==> src/logic/modulator_pkg.sv <==
/*
 * Constants shared by the signal modulator: register byte offsets, writable
 * masks, reset values, field positions and the source select encodings.
 * Assumes a 32-bit APB slave with 8-bit byte addresses, one register per word.
 */
package modulator_pkg;

  localparam int unsigned ADDR_W = 8;
  localparam int unsigned DATA_W = 32;

  // ----------------------------------------------------------------------
  // Register byte offsets
  // ----------------------------------------------------------------------
  localparam logic [7:0] OFS_CONTROL_MAIN     = 8'h00;
  localparam logic [7:0] OFS_CARRIER_CONTROL  = 8'h04;
  localparam logic [7:0] OFS_HIGH_CARRIER_SEL = 8'h08;
  localparam logic [7:0] OFS_LOW_CARRIER_SEL  = 8'h0c;
  localparam logic [7:0] OFS_MODULATING_SEL   = 8'h10;
  localparam logic [7:0] OFS_LOW_PIN_SEL      = 8'h14;
  localparam logic [7:0] OFS_HIGH_PIN_SEL     = 8'h18;
  localparam logic [7:0] OFS_MOD_PIN_SEL      = 8'h1c;
  localparam logic [7:0] OFS_OUTPUT_ROUTE     = 8'h20;
  localparam logic [7:0] OFS_POWER_DOWN       = 8'h24;

  // ----------------------------------------------------------------------
  // Writable bit masks
  // ----------------------------------------------------------------------
  localparam logic [7:0] WMASK_CONTROL_MAIN    = 8'h91;
  localparam logic [7:0] WMASK_CARRIER_CONTROL = 8'h33;
  localparam logic [7:0] WMASK_CARRIER_SEL     = 8'h07;
  localparam logic [7:0] WMASK_MODULATING_SEL  = 8'h0f;
  localparam logic [7:0] WMASK_PIN_SEL         = 8'h1f;
  localparam logic [7:0] WMASK_POWER_DOWN      = 8'h01;

  // ----------------------------------------------------------------------
  // Reset values
  // ----------------------------------------------------------------------
  localparam logic [7:0] RST_CONTROL_MAIN    = 8'h00;
  localparam logic [7:0] RST_CARRIER_CONTROL = 8'h00;
  localparam logic [7:0] RST_CARRIER_SEL     = 8'h00;
  localparam logic [7:0] RST_MODULATING_SEL  = 8'h00;
  localparam logic [7:0] RST_PIN_SEL         = 8'h00;
  localparam logic [7:0] RST_POWER_DOWN      = 8'h00;

  // ----------------------------------------------------------------------
  // Field positions
  // ----------------------------------------------------------------------
  localparam int unsigned MODULATOR_ENABLE_BIT    = 7;
  localparam int unsigned OUTPUT_STATUS_BIT       = 5;
  localparam int unsigned OUTPUT_INVERT_BIT       = 4;
  localparam int unsigned PROGRAMMED_MOD_BIT      = 0;
  localparam int unsigned HIGH_CARRIER_INVERT_BIT = 5;
  localparam int unsigned HIGH_CARRIER_SYNC_BIT   = 4;
  localparam int unsigned LOW_CARRIER_INVERT_BIT  = 1;
  localparam int unsigned LOW_CARRIER_SYNC_BIT    = 0;
  localparam int unsigned MODULATOR_POWER_BIT     = 0;

  // ----------------------------------------------------------------------
  // Source encodings
  // ----------------------------------------------------------------------
  typedef enum logic [2:0] {
    CAR_PIN      = 3'h0,
    CAR_SYSCLK   = 3'h1,
    CAR_FAST_OSC = 3'h2,
    CAR_REF_CLK  = 3'h3,
    CAR_CMP_ONE  = 3'h4,
    CAR_CMP_TWO  = 3'h5,
    CAR_PWM_3    = 3'h6,
    CAR_PWM_4    = 3'h7
  } carrier_sel_e;

  typedef enum logic [3:0] {
    MOD_PIN      = 4'h0,
    MOD_PROG_BIT = 4'h1
  } mod_sel_e;

endpackage : modulator_pkg

==> src/logic/mix_if.sv <==
/*
 * Signals passed between the register side of the modulator and its carrier mixer.
 * Assumes both ends run on the same clock.
 */
`timescale 1ns/1ps
interface mix_if;
  logic mod_level;
  logic high_raw;
  logic low_raw;
  logic high_inv;
  logic low_inv;
  logic high_sync;
  logic low_sync;
  logic active;
  logic mixed;

  modport main (
    output mod_level, high_raw, low_raw, high_inv, low_inv,
    output high_sync, low_sync, active,
    input  mixed
  );
  modport mixer (
    input  mod_level, high_raw, low_raw, high_inv, low_inv,
    input  high_sync, low_sync, active,
    output mixed
  );
endinterface : mix_if

==> src/logic/carrier_mixer.sv <==
/*
 * Carrier mixer: applies carrier polarity, tracks which carrier is in use and
 * delays a carrier change until the carrier being left has gone low.
 * Assumes all inputs are synchronous to clock.
 */
`timescale 1ns/1ps
module carrier_mixer (
  input wire logic clock,
  input wire logic rst,
  mix_if.mixer     mx
);

  typedef struct packed {
    logic use_high;
  } mix_state_s;

  mix_state_s st;
  mix_state_s next_st;
  logic       high_adj;
  logic       low_adj;

  assign high_adj = mx.high_raw ^ mx.high_inv;
  assign low_adj  = mx.low_raw ^ mx.low_inv;

  // --------------------------------------------------------------------
  // Carrier change
  // --------------------------------------------------------------------
  always_comb begin
    next_st = st;
    if (!mx.active) begin
      next_st.use_high = mx.mod_level;
    end else if (mx.mod_level != st.use_high) begin
      if (st.use_high) begin
        if (!mx.high_sync || !high_adj) begin
          next_st.use_high = 1'b0;
        end
      end else begin
        if (!mx.low_sync || !low_adj) begin
          next_st.use_high = 1'b1;
        end
      end
    end
  end

  always_ff @(posedge clock or posedge rst) begin
    if (rst) begin
      st <= '0;
    end else begin
      st <= next_st;
    end
  end

  // With neither carrier synchronised, or the block disabled, the output follows the modulating level at once
  assign mx.mixed = (mx.active && (mx.high_sync || mx.low_sync))
                  ? (st.use_high ? high_adj : low_adj)
                  : (mx.mod_level ? high_adj : low_adj);

endmodule : carrier_mixer

==> src/logic/signal_modulator.sv <==
/*
 * Signal modulator top: APB register file, source multiplexers for the
 * modulating signal and both carriers, output polarity and pin drive.
 * Assumes every source input is synchronous to clock and that the APB master
 * follows the usual setup/access sequence.
 */
// Chosen here: the register offsets and the APB register port.
`timescale 1ns/1ps
module signal_modulator (
  input  wire logic                               clock,
  input  wire logic                               rst,
  input  wire logic                               psel,
  input  wire logic                               penable,
  input  wire logic                               pwrite,
  input  wire logic [modulator_pkg::ADDR_W-1:0]   paddr,
  input  wire logic [modulator_pkg::DATA_W-1:0]   pwdata,
  output logic      [modulator_pkg::DATA_W-1:0]   prdata,
  output logic                                    pready,
  output logic                                    pslverr,
  input  wire logic                               mod_pin_in,
  input  wire logic                               high_carrier_pin_in,
  input  wire logic                               low_carrier_pin_in,
  input  wire logic                               sys_clock_tap,
  input  wire logic                               fast_internal_osc,
  input  wire logic                               reference_clock_out,
  input  wire logic                               compare_unit_one,
  input  wire logic                               compare_unit_two,
  input  wire logic                               pwm_three,
  input  wire logic                               pwm_four,
  input  wire logic                               comparator_one,
  input  wire logic                               comparator_two,
  input  wire logic                               uart_one_rx,
  input  wire logic                               uart_one_tx,
  input  wire logic                               uart_two_rx,
  input  wire logic                               uart_two_tx,
  input  wire logic                               sync_serial_one_sdo,
  input  wire logic                               sync_serial_two_sdo,
  output logic      [4:0]                         low_carrier_pin_sel,
  output logic      [4:0]                         high_carrier_pin_sel,
  output logic      [4:0]                         modulating_pin_sel,
  output logic      [4:0]                         output_route_sel,
  output logic                                    modulated_out
);
  import modulator_pkg::*;

  typedef struct packed {
    logic [7:0]        control_main;
    logic [7:0]        carrier_control;
    logic [7:0]        high_carrier_select;
    logic [7:0]        low_carrier_select;
    logic [7:0]        modulating_source_select;
    logic [7:0]        low_carrier_pin_select;
    logic [7:0]        high_carrier_pin_select;
    logic [7:0]        modulating_pin_select;
    logic [7:0]        output_pin_route;
    logic [7:0]        power_down;
    logic [DATA_W-1:0] rdata;
    logic              ready;
    logic              slverr;
    logic              pin_out;
  } top_state_s;

  top_state_s st;
  top_state_s next_st;
  mix_if      mx ();

  logic       enabled;
  logic [2:0] eff_high_sel;
  logic [2:0] eff_low_sel;
  logic [3:0] eff_mod_sel;
  logic [7:0] carrier_vec_high;
  logic [7:0] carrier_vec_low;
  logic [15:0] mod_vec;
  logic       setup_phase;
  logic       access_phase;

  // --------------------------------------------------------------------
  // Decoding helpers
  // --------------------------------------------------------------------
  function automatic logic carrier_pick(input logic [2:0] sel, input logic [7:0] vec);
    carrier_pick = vec[sel];
  endfunction : carrier_pick

  function automatic logic addr_mapped(input logic [ADDR_W-1:0] a);
    case (a)
      OFS_CONTROL_MAIN, OFS_CARRIER_CONTROL, OFS_HIGH_CARRIER_SEL,
      OFS_LOW_CARRIER_SEL, OFS_MODULATING_SEL, OFS_LOW_PIN_SEL,
      OFS_HIGH_PIN_SEL, OFS_MOD_PIN_SEL, OFS_OUTPUT_ROUTE,
      OFS_POWER_DOWN: addr_mapped = 1'b1;
      default:        addr_mapped = 1'b0;
    endcase
  endfunction : addr_mapped

  function automatic logic [7:0] read_byte(input top_state_s s, input logic [ADDR_W-1:0] a);
    case (a)
      OFS_CONTROL_MAIN: begin
        read_byte = s.control_main;
        read_byte[OUTPUT_STATUS_BIT] = s.pin_out;
      end
      OFS_CARRIER_CONTROL:  read_byte = s.carrier_control;
      OFS_HIGH_CARRIER_SEL: read_byte = s.high_carrier_select;
      OFS_LOW_CARRIER_SEL:  read_byte = s.low_carrier_select;
      OFS_MODULATING_SEL:   read_byte = s.modulating_source_select;
      OFS_LOW_PIN_SEL:      read_byte = s.low_carrier_pin_select;
      OFS_HIGH_PIN_SEL:     read_byte = s.high_carrier_pin_select;
      OFS_MOD_PIN_SEL:      read_byte = s.modulating_pin_select;
      OFS_OUTPUT_ROUTE:     read_byte = s.output_pin_route;
      OFS_POWER_DOWN:       read_byte = s.power_down;
      default:              read_byte = 8'h00;
    endcase
  endfunction : read_byte

  // --------------------------------------------------------------------
  // Source selection
  // --------------------------------------------------------------------
  // Sleep has no input here: the block keeps running whenever its sources do
  assign enabled = st.control_main[MODULATOR_ENABLE_BIT]
                 & ~st.power_down[MODULATOR_POWER_BIT];

  // Stored selects stay untouched; only the applied copy is forced
  assign eff_high_sel = enabled ? st.high_carrier_select[2:0] : CAR_PIN;
  assign eff_low_sel  = enabled ? st.low_carrier_select[2:0] : CAR_PIN;
  assign eff_mod_sel  = enabled ? st.modulating_source_select[3:0]
                                : MOD_PROG_BIT;

  assign carrier_vec_high = {pwm_four, pwm_three, compare_unit_two, compare_unit_one,
                             reference_clock_out, fast_internal_osc, sys_clock_tap,
                             high_carrier_pin_in};
  assign carrier_vec_low  = {pwm_four, pwm_three, compare_unit_two, compare_unit_one,
                             reference_clock_out, fast_internal_osc, sys_clock_tap,
                             low_carrier_pin_in};

  // Codes 14 and 15 are reserved and read as a low modulating level
  assign mod_vec = {2'b00, sync_serial_two_sdo, sync_serial_one_sdo,
                    uart_two_tx, uart_two_rx, uart_one_tx, uart_one_rx,
                    comparator_two, comparator_one, pwm_four, pwm_three,
                    compare_unit_two, compare_unit_one,
                    st.control_main[PROGRAMMED_MOD_BIT], mod_pin_in};

  assign mx.mod_level = mod_vec[eff_mod_sel];
  assign mx.high_raw  = carrier_pick(eff_high_sel, carrier_vec_high);
  assign mx.low_raw   = carrier_pick(eff_low_sel, carrier_vec_low);
  assign mx.high_inv  = st.carrier_control[HIGH_CARRIER_INVERT_BIT];
  assign mx.low_inv   = st.carrier_control[LOW_CARRIER_INVERT_BIT];
  assign mx.high_sync = st.carrier_control[HIGH_CARRIER_SYNC_BIT];
  assign mx.low_sync  = st.carrier_control[LOW_CARRIER_SYNC_BIT];
  assign mx.active    = enabled;

  carrier_mixer i_carrier_mixer (
    .clock (clock),
    .rst   (rst),
    .mx    (mx.mixer)
  );

  // --------------------------------------------------------------------
  // APB slave and register file
  // --------------------------------------------------------------------
  assign setup_phase  = psel & ~penable;
  assign access_phase = psel & penable & st.ready;

  always_comb begin
    next_st        = st;
    next_st.ready  = 1'b0;
    next_st.slverr = 1'b0;

    if (setup_phase) begin
      next_st.ready  = 1'b1;
      next_st.slverr = ~addr_mapped(paddr);
      next_st.rdata  = pwrite ? '0 : {24'h000000, read_byte(st, paddr)};
    end

    if (access_phase && pwrite) begin
      case (paddr)
        OFS_CONTROL_MAIN:     next_st.control_main = pwdata[7:0] & WMASK_CONTROL_MAIN;
        OFS_CARRIER_CONTROL:  next_st.carrier_control =
                                pwdata[7:0] & WMASK_CARRIER_CONTROL;
        OFS_HIGH_CARRIER_SEL: next_st.high_carrier_select = pwdata[7:0] & WMASK_CARRIER_SEL;
        OFS_LOW_CARRIER_SEL:  next_st.low_carrier_select = pwdata[7:0] & WMASK_CARRIER_SEL;
        OFS_MODULATING_SEL:   next_st.modulating_source_select =
                                pwdata[7:0] & WMASK_MODULATING_SEL;
        OFS_LOW_PIN_SEL:      next_st.low_carrier_pin_select = pwdata[7:0] & WMASK_PIN_SEL;
        OFS_HIGH_PIN_SEL:     next_st.high_carrier_pin_select = pwdata[7:0] & WMASK_PIN_SEL;
        OFS_MOD_PIN_SEL:      next_st.modulating_pin_select = pwdata[7:0] & WMASK_PIN_SEL;
        OFS_OUTPUT_ROUTE:     next_st.output_pin_route = pwdata[7:0] & WMASK_PIN_SEL;
        OFS_POWER_DOWN:       next_st.power_down = pwdata[7:0] & WMASK_POWER_DOWN;
        default: ;
      endcase
    end

    // Powered-down block holds every register except power_down at its power-on value
    if (st.power_down[MODULATOR_POWER_BIT]) begin
      next_st.control_main             = RST_CONTROL_MAIN;
      next_st.carrier_control          = RST_CARRIER_CONTROL;
      next_st.high_carrier_select      = RST_CARRIER_SEL;
      next_st.low_carrier_select       = RST_CARRIER_SEL;
      next_st.modulating_source_select = RST_MODULATING_SEL;
      next_st.low_carrier_pin_select   = RST_PIN_SEL;
      next_st.high_carrier_pin_select  = RST_PIN_SEL;
      next_st.modulating_pin_select    = RST_PIN_SEL;
      next_st.output_pin_route         = RST_PIN_SEL;
    end

    // Pin stays low while disabled, whatever the polarity bit says
    next_st.pin_out = enabled
                    ? (mx.mixed ^ st.control_main[OUTPUT_INVERT_BIT])
                    : 1'b0;
  end

  always_ff @(posedge clock or posedge rst) begin
    if (rst) begin
      st.control_main             <= RST_CONTROL_MAIN;
      st.carrier_control          <= RST_CARRIER_CONTROL;
      st.high_carrier_select      <= RST_CARRIER_SEL;
      st.low_carrier_select       <= RST_CARRIER_SEL;
      st.modulating_source_select <= RST_MODULATING_SEL;
      st.low_carrier_pin_select   <= RST_PIN_SEL;
      st.high_carrier_pin_select  <= RST_PIN_SEL;
      st.modulating_pin_select    <= RST_PIN_SEL;
      st.output_pin_route         <= RST_PIN_SEL;
      st.power_down               <= RST_POWER_DOWN;
      st.rdata                    <= '0;
      st.ready                    <= 1'b0;
      st.slverr                   <= 1'b0;
      st.pin_out                  <= 1'b0;
    end else begin
      st <= next_st;
    end
  end

  // --------------------------------------------------------------------
  // Outputs
  // --------------------------------------------------------------------
  assign prdata               = st.rdata;
  assign pready               = st.ready;
  assign pslverr              = st.slverr;
  assign modulated_out        = st.pin_out;
  assign low_carrier_pin_sel  = st.low_carrier_pin_select[4:0];
  assign high_carrier_pin_sel = st.high_carrier_pin_select[4:0];
  assign modulating_pin_sel   = st.modulating_pin_select[4:0];
  assign output_route_sel     = st.output_pin_route[4:0];

endmodule : signal_modulator

==> config.mk <==
export PLATFORM = sky130hd
export DESIGN_NAME = signal_modulator
export DESIGN_NICKNAME = d
export VERILOG_FILES = /design/src/logic/modulator_pkg.sv /design/src/logic/mix_if.sv /design/src/logic/carrier_mixer.sv /design/src/logic/signal_modulator.sv
export SDC_FILE = /design/constraint.sdc
export NUM_CORES = 1
export LEC_CHECK = 0
export ABC_AREA = 1
export BUFFER_PORTS_ARGS = -buffer_cell sky130_fd_sc_hd__buf_2
export CAP_MARGIN = 20
export CORE_ASPECT_RATIO = 1.2
export CORE_MARGIN = 1
export CORE_UTILIZATION = 54
export DETAILED_ROUTE_END_ITERATION = 16
export PLACE_DENSITY = 0.87
export RECOVER_POWER = 25
export SETUP_SLACK_MARGIN = 0.5
export SYNTH_ARGS = -nofsm -noshare
export SYNTH_HDL_FRONTEND = slang
export SYNTH_HIERARCHICAL = 1
export SYNTH_SLANG_ARGS = --single-unit
==> constraint.sdc <==
create_clock -name clock -period 2.8 [get_ports clock]
set_clock_uncertainty 0.1 [all_clocks]
set_input_delay 0.14 -clock clock [delete_from_list [all_inputs] [get_ports clock]]
set_output_delay 0.14 -clock clock [all_outputs]
set_load 0.01 [all_outputs]
Word level (Yosys, flattened, before mapping)

Cells that the tools add are included.
W data, S select, Z words.

Output and inout port bits: 55
Flip-flop bits (word level): 85
Word-level logic and storage cells: 105

$lt $le $gt $ge: 3
Reductions and logical operators: 31
Bitwise operators: 10
Equality and inequality tests: 11
Multiplexer cells: 35

Operator list:

| cell                 | count |
|---|---|
| $mux W8              | 10 |
| $mux W80             | 1 |
| $pmux W8 S10         | 1 |
| $mux W72             | 1 |
| $eq A8 B5 Y1 const B | 4 |
| $reduce_and A2 Y1    | 10 |
| $reduce_bool A2 Y1   | 10 |
| $eq A8 B4 Y1 const B | 2 |
| $eq A8 B6 Y1 const B | 2 |
| $mux W1              | 15 |
| $reduce_or A10 Y1    | 1 |
| $eq A8 B3 Y1 const B | 1 |
| $logic_not A8 Y1     | 1 |
| $lt A3 B4 Y1 const B | 2 |
| $bmux W1 S3          | 2 |
| $mux W3              | 2 |
| $lt A4 B5 Y1 const B | 1 |
| $and A1 B1 Y1        | 4 |
| $bmux W1 S4          | 1 |
| $logic_not A1 Y1     | 4 |
| $mux W4              | 1 |
| $logic_or A1 B1 Y1   | 3 |
| $not A1 Y1           | 3 |
| $xor A1 B1 Y1        | 3 |
| other kinds (4)      | 5 |

Longest topological paths before layout

Depth after elaboration: 12
Depth in mapped cells: 17
Mapped depth without buffers: 17

Cells and area by module

The synthesis kept the hierarchy.

By module, submodules not included:

| module           | times used | cells an instance | area each (um^2) |
|---|---|---|---|
| signal_modulator | 1          | 434               | 3166.8 |
| carrier_mixer    | 1          | 34                | 167.7 |

Least setup slack after synthesis

OpenSTA, ideal clock, no wires.

Path type: register to register
Start point: reg st[35] (netlist bit)
End point: reg st, in the netlist modulated_out
Path buffers: 0
Cell stages (with the launch flop): 17
Data required time: 2579 ps
Slack: 937 ps
Period minus slack after synthesis: 1863 ps
Data arrival time: 1642 ps
Cells stage by stage: dfrtp_1 > inv_2 > nand2_2 > nor2_1 > nand2_1 > o211ai_1 > nand2_1 > nand2_1 > nand2_1 > nand2_1 > nand2_1 > inv_1 > nand3_1 > nand3_1 > nand2_1 > xnor2_1 > nor2_1

RTL lines:

| element                | line                    | text |
|---|---|---|
| start, declared        | signal_modulator.sv:63  | `top_state_s st;` |
| start signal, assigned | signal_modulator.sv:226 | `st <= next_st;` |

==> summary.md <==
| Metric | Value |
|---|---|
| Status | `finished with violations` |
| Failing checks | `negative hold slack` |
| Hold_ws | `-0.0120 ns` |
| Layout cells sized above 1 | `23.2%` |
| GRT Residual Overflow | `0` |
| Post-layout util | `61.5%` |
| CTS Buf Count | `5` |
| Maximum root-to-sink buffer count | `2` |
| CP Data Arrival Time | `2.29 ns` |
| Worst setup path category | `flop to flop` |
| Top FF cell, synth | `dfrtp_1` |
| RSZ-0062 raised after global routing | `false` |
| Post-Syn Instances | `468` |
| First-pass GRT wire length | `12900 um` |
| Fraction of power spent switching nets | `26.0%` |
| Seq/Total Area, Yosys | `37.5%` |
| Int Power | `0.944 mW` |
| Post-synthesis xor/xnor area fraction | `0.263%` |
| Slew headroom | `43.8%` |
| Sequential Power Share | `56.8%` |
| Die height | `88.1 um` |
| Die W | `73.7 um` |
| Max VDD drop | `0.281 mV` |
| Layout area overhead | `10.8%` |
| Antenna-violating nets left | `0` |
| F_max | `457 MHz` |
| Pwr/cell area | `345 mW/mm^2` |
| Initial antenna violation count | `0` |
| Gr usage total | `26.2%` |
| CTS H-Tree Depth | `2` |
| Final-report setup violation count | `0` |
| Adder-Cell Fraction of Synth Area | `0%` |
| Final worst-path cycle share | `78.2%` |
| Worst-skew pair later-pin latency | `0.31 ns` |
| #FFs+latches synth | `50` |
| Vias | `3127` |
| Logic pwr share | `9.8%` |
| Vias in the first global route | `2848` |
| Fin Setup TNS | `0 ns` |
| Count of cell types in the netlist | `32` |
| Mux share of post-synthesis cell area | `0%` |
| Hold Path Class | `input pin to flop` |
| Post-synth EDFFs | `0` |
| Slew Viols, Final | `0` |
| Clock Sinks | `50` |
| Starting Density | `55.5%` |
| Yosys warnings | `6` |
| Largest family of logic cells by synthesized area | `simple AND/OR/NAND/NOR gates` |
| Post-DR wirelength/cell | `13.1 um` |
| Row count | `31` |
| Worst-margin pin slew | `0.842 ns` |
| Worst setup SP type | `flop` |
| DRT iter0 DRCs | `238` |
| Most common cell after layout, fill and taps aside | `nand2_1` |
| CTS tree | `done` |
| Net switching power | `0.331 mW` |
| Vias per cell | `5.14` |
| DRT Wirelength | `7970 um` |
| Simple-Gate Fraction of Synth Area | `30.7%` |
| Synthesized area | `0.00333 mm^2` |
| Final nets | `588` |
| I/O pins | `118` |
| Synthesized area per cell | `7.12 um^2` |
| Clk slew on worst S/H paths | `0.09 ns` |
| Antenna Cells | `0` |
| Ys async rst share | `100%` |
| Core ar. | `0.00601 mm^2` |
| Req. time, crit path | `2.91 ns` |
| Post-synthesis compound-gate area fraction | `12.7%` |
| IO Port Bufs | `68` |
| Dpl hpwl | `6100 um` |
| Minimum clock period | `2.19 ns` |
| Clock power frac | `33.4%` |
| Endpoints failing hold | `2` |
| # DRC | `0` |
| Crit Path Max Fanout | `8` |
| GP Congestion | `0.972` |
| Crit end category | `flop` |
| Commonest cells after routing, fill and taps aside | `134 x nand2_1, 65 x buf_2, 51 x inv_1, 50 x dfrtp_1, 45 x o21ai_0` |
| Clock Tree Root | `clkbuf_8` |
| Drt pass-1 iters | `5` |
| Pin count of the biggest net entering global routing | `50` |
| Leak | `1.97 nW` |
| Max-Cap Viols | `0` |
| Die area | `0.00649 mm^2` |
-- layout make-up --
type	instances	area (um^2)
repair buffers	80	459
clock inverters	3	21.3
fillers	547	2320
well taps	82	103
flip-flops and latches	50	1250
multi-input cells	327	1560
inverters	61	229
clock buffers	5	68.8
-- per-stage QoR --
step	cells	power, mW	cell area (um^2)	setup slack, ns
after global placement	589	0.849	3480	0.661
after CTS	605	1.27	3650	0.540
after global routing	608	1.33	3690	0.448
after floorplan	491	0.831	3420	0.937
after detailed placement	589	0.852	3480	0.486
final	608	1.28	3690	0.612
-- cells by family (layout without fill, tap and decap cells) --
family | count (synthesis) | after routing
buffers and inverters | 114 | 149
XOR/XNOR | 1 | 1
AO/OA/AOI/OAI | 76 | 76
flip-flops | 50 | 50
other | 1 | 24
AND/OR/NAND/NOR | 226 | 226
-- cells in the mapped netlist, drive strengths merged (2+ instances only) --
master / n / area (um^2)
nand2: 146 / 576
inv: 61 / 229
o21ai: 56 / 284
buf: 53 / 395
dfrtp: 50 / 1250
nor2: 45 / 252
nand3: 27 / 140
a21oi: 10 / 65.1
o211ai: 6 / 45.0
nand4: 4 / 31.3
or2: 2 / 12.5
-- power by group through the flow --
stage / combinational, mW / clock, mW / sequential, mW
CTS: 0.123 / 0.426 / 0.724
finish: 0.125 / 0.427 / 0.724
global route: 0.141 / 0.462 / 0.724
global placement: 0.110 / 0 / 0.738
detailed placement: 0.114 / 0 / 0.738
floorplan: 0.0914 / 0 / 0.739
-- critical path, cell delays in order (launching register included) --
cell,delay [ns]
dfrtp_1,0.42
inv_2,0.12
nand2_4,0.11
nor2_4,0.20
nand2_1,0.07
o211ai_1,0.07
o21ai_0,0.13
o21ai_1,0.14
nand2_2,0.10
inv_2,0.07
nand2_1,0.07
nand3_1,0.12
nand3_1,0.09
nand2_1,0.11
xnor2_1,0.12
nor2_1,0.05
-- worst paths after layout --
check / slack (ns) / cells after the start / startpoint / to
min in group asynchronous: 0.10 / 3 / rst / i_carrier_mixer/st$_DFFE_PP0P_
max in group asynchronous: 1.54 / 4 / rst / prdata[0]$_DFFE_PP0P_
worst min-delay path: -0.01 / 3 / pwdata[7] / st[114]$_DFFE_PP0P_
worst max register to register: 0.61 / 15 / st[35]$_DFFE_PP0P_ / modulated_out$_DFF_PP0_
worst max-delay path: 0.61 / 15 / st[35]$_DFFE_PP0P_ / modulated_out$_DFF_PP0_
worst min register to register: 0.38 / 2 / prdata[4]$_DFFE_PP0P_ / prdata[4]$_DFFE_PP0P_
-- state kept, by name, indices dropped and copies added, names as in the netlist --
name	cells
mod_vec	1
pready	1
st	13
modulating_pin_sel	5
prdata	8
pslverr	1
mx.low_inv	1
mx.high_sync	1
output_route_sel	5
i_carrier_mixer/st	1
mx.high_inv	1
modulated_out	1
low_carrier_pin_sel	5
high_carrier_pin_sel	5
mx.low_sync	1
-- layer usage --
layer | global-route usage (%) | vias to the layer above | wire (um)
li1 | - | 1519 | -
met5 | 0 | - | 0
met4 | 10.1 | 0 | 212
met1 | 33.0 | 1400 | 3130
met2 | 45.0 | 182 | 3990
met3 | 4.37 | 26 | 637
-- what timing repair did --
item                                   in CTS  in global routing
endpoints found under the hold margin       7                  0
buffers inserted                            0                  2
pin swaps                                   0                  3
setup endpoints to repair                   1                  1
gates resized for setup                     1                  8
hold buffers                                8                  0
Power figures use the tool's default switching activity.
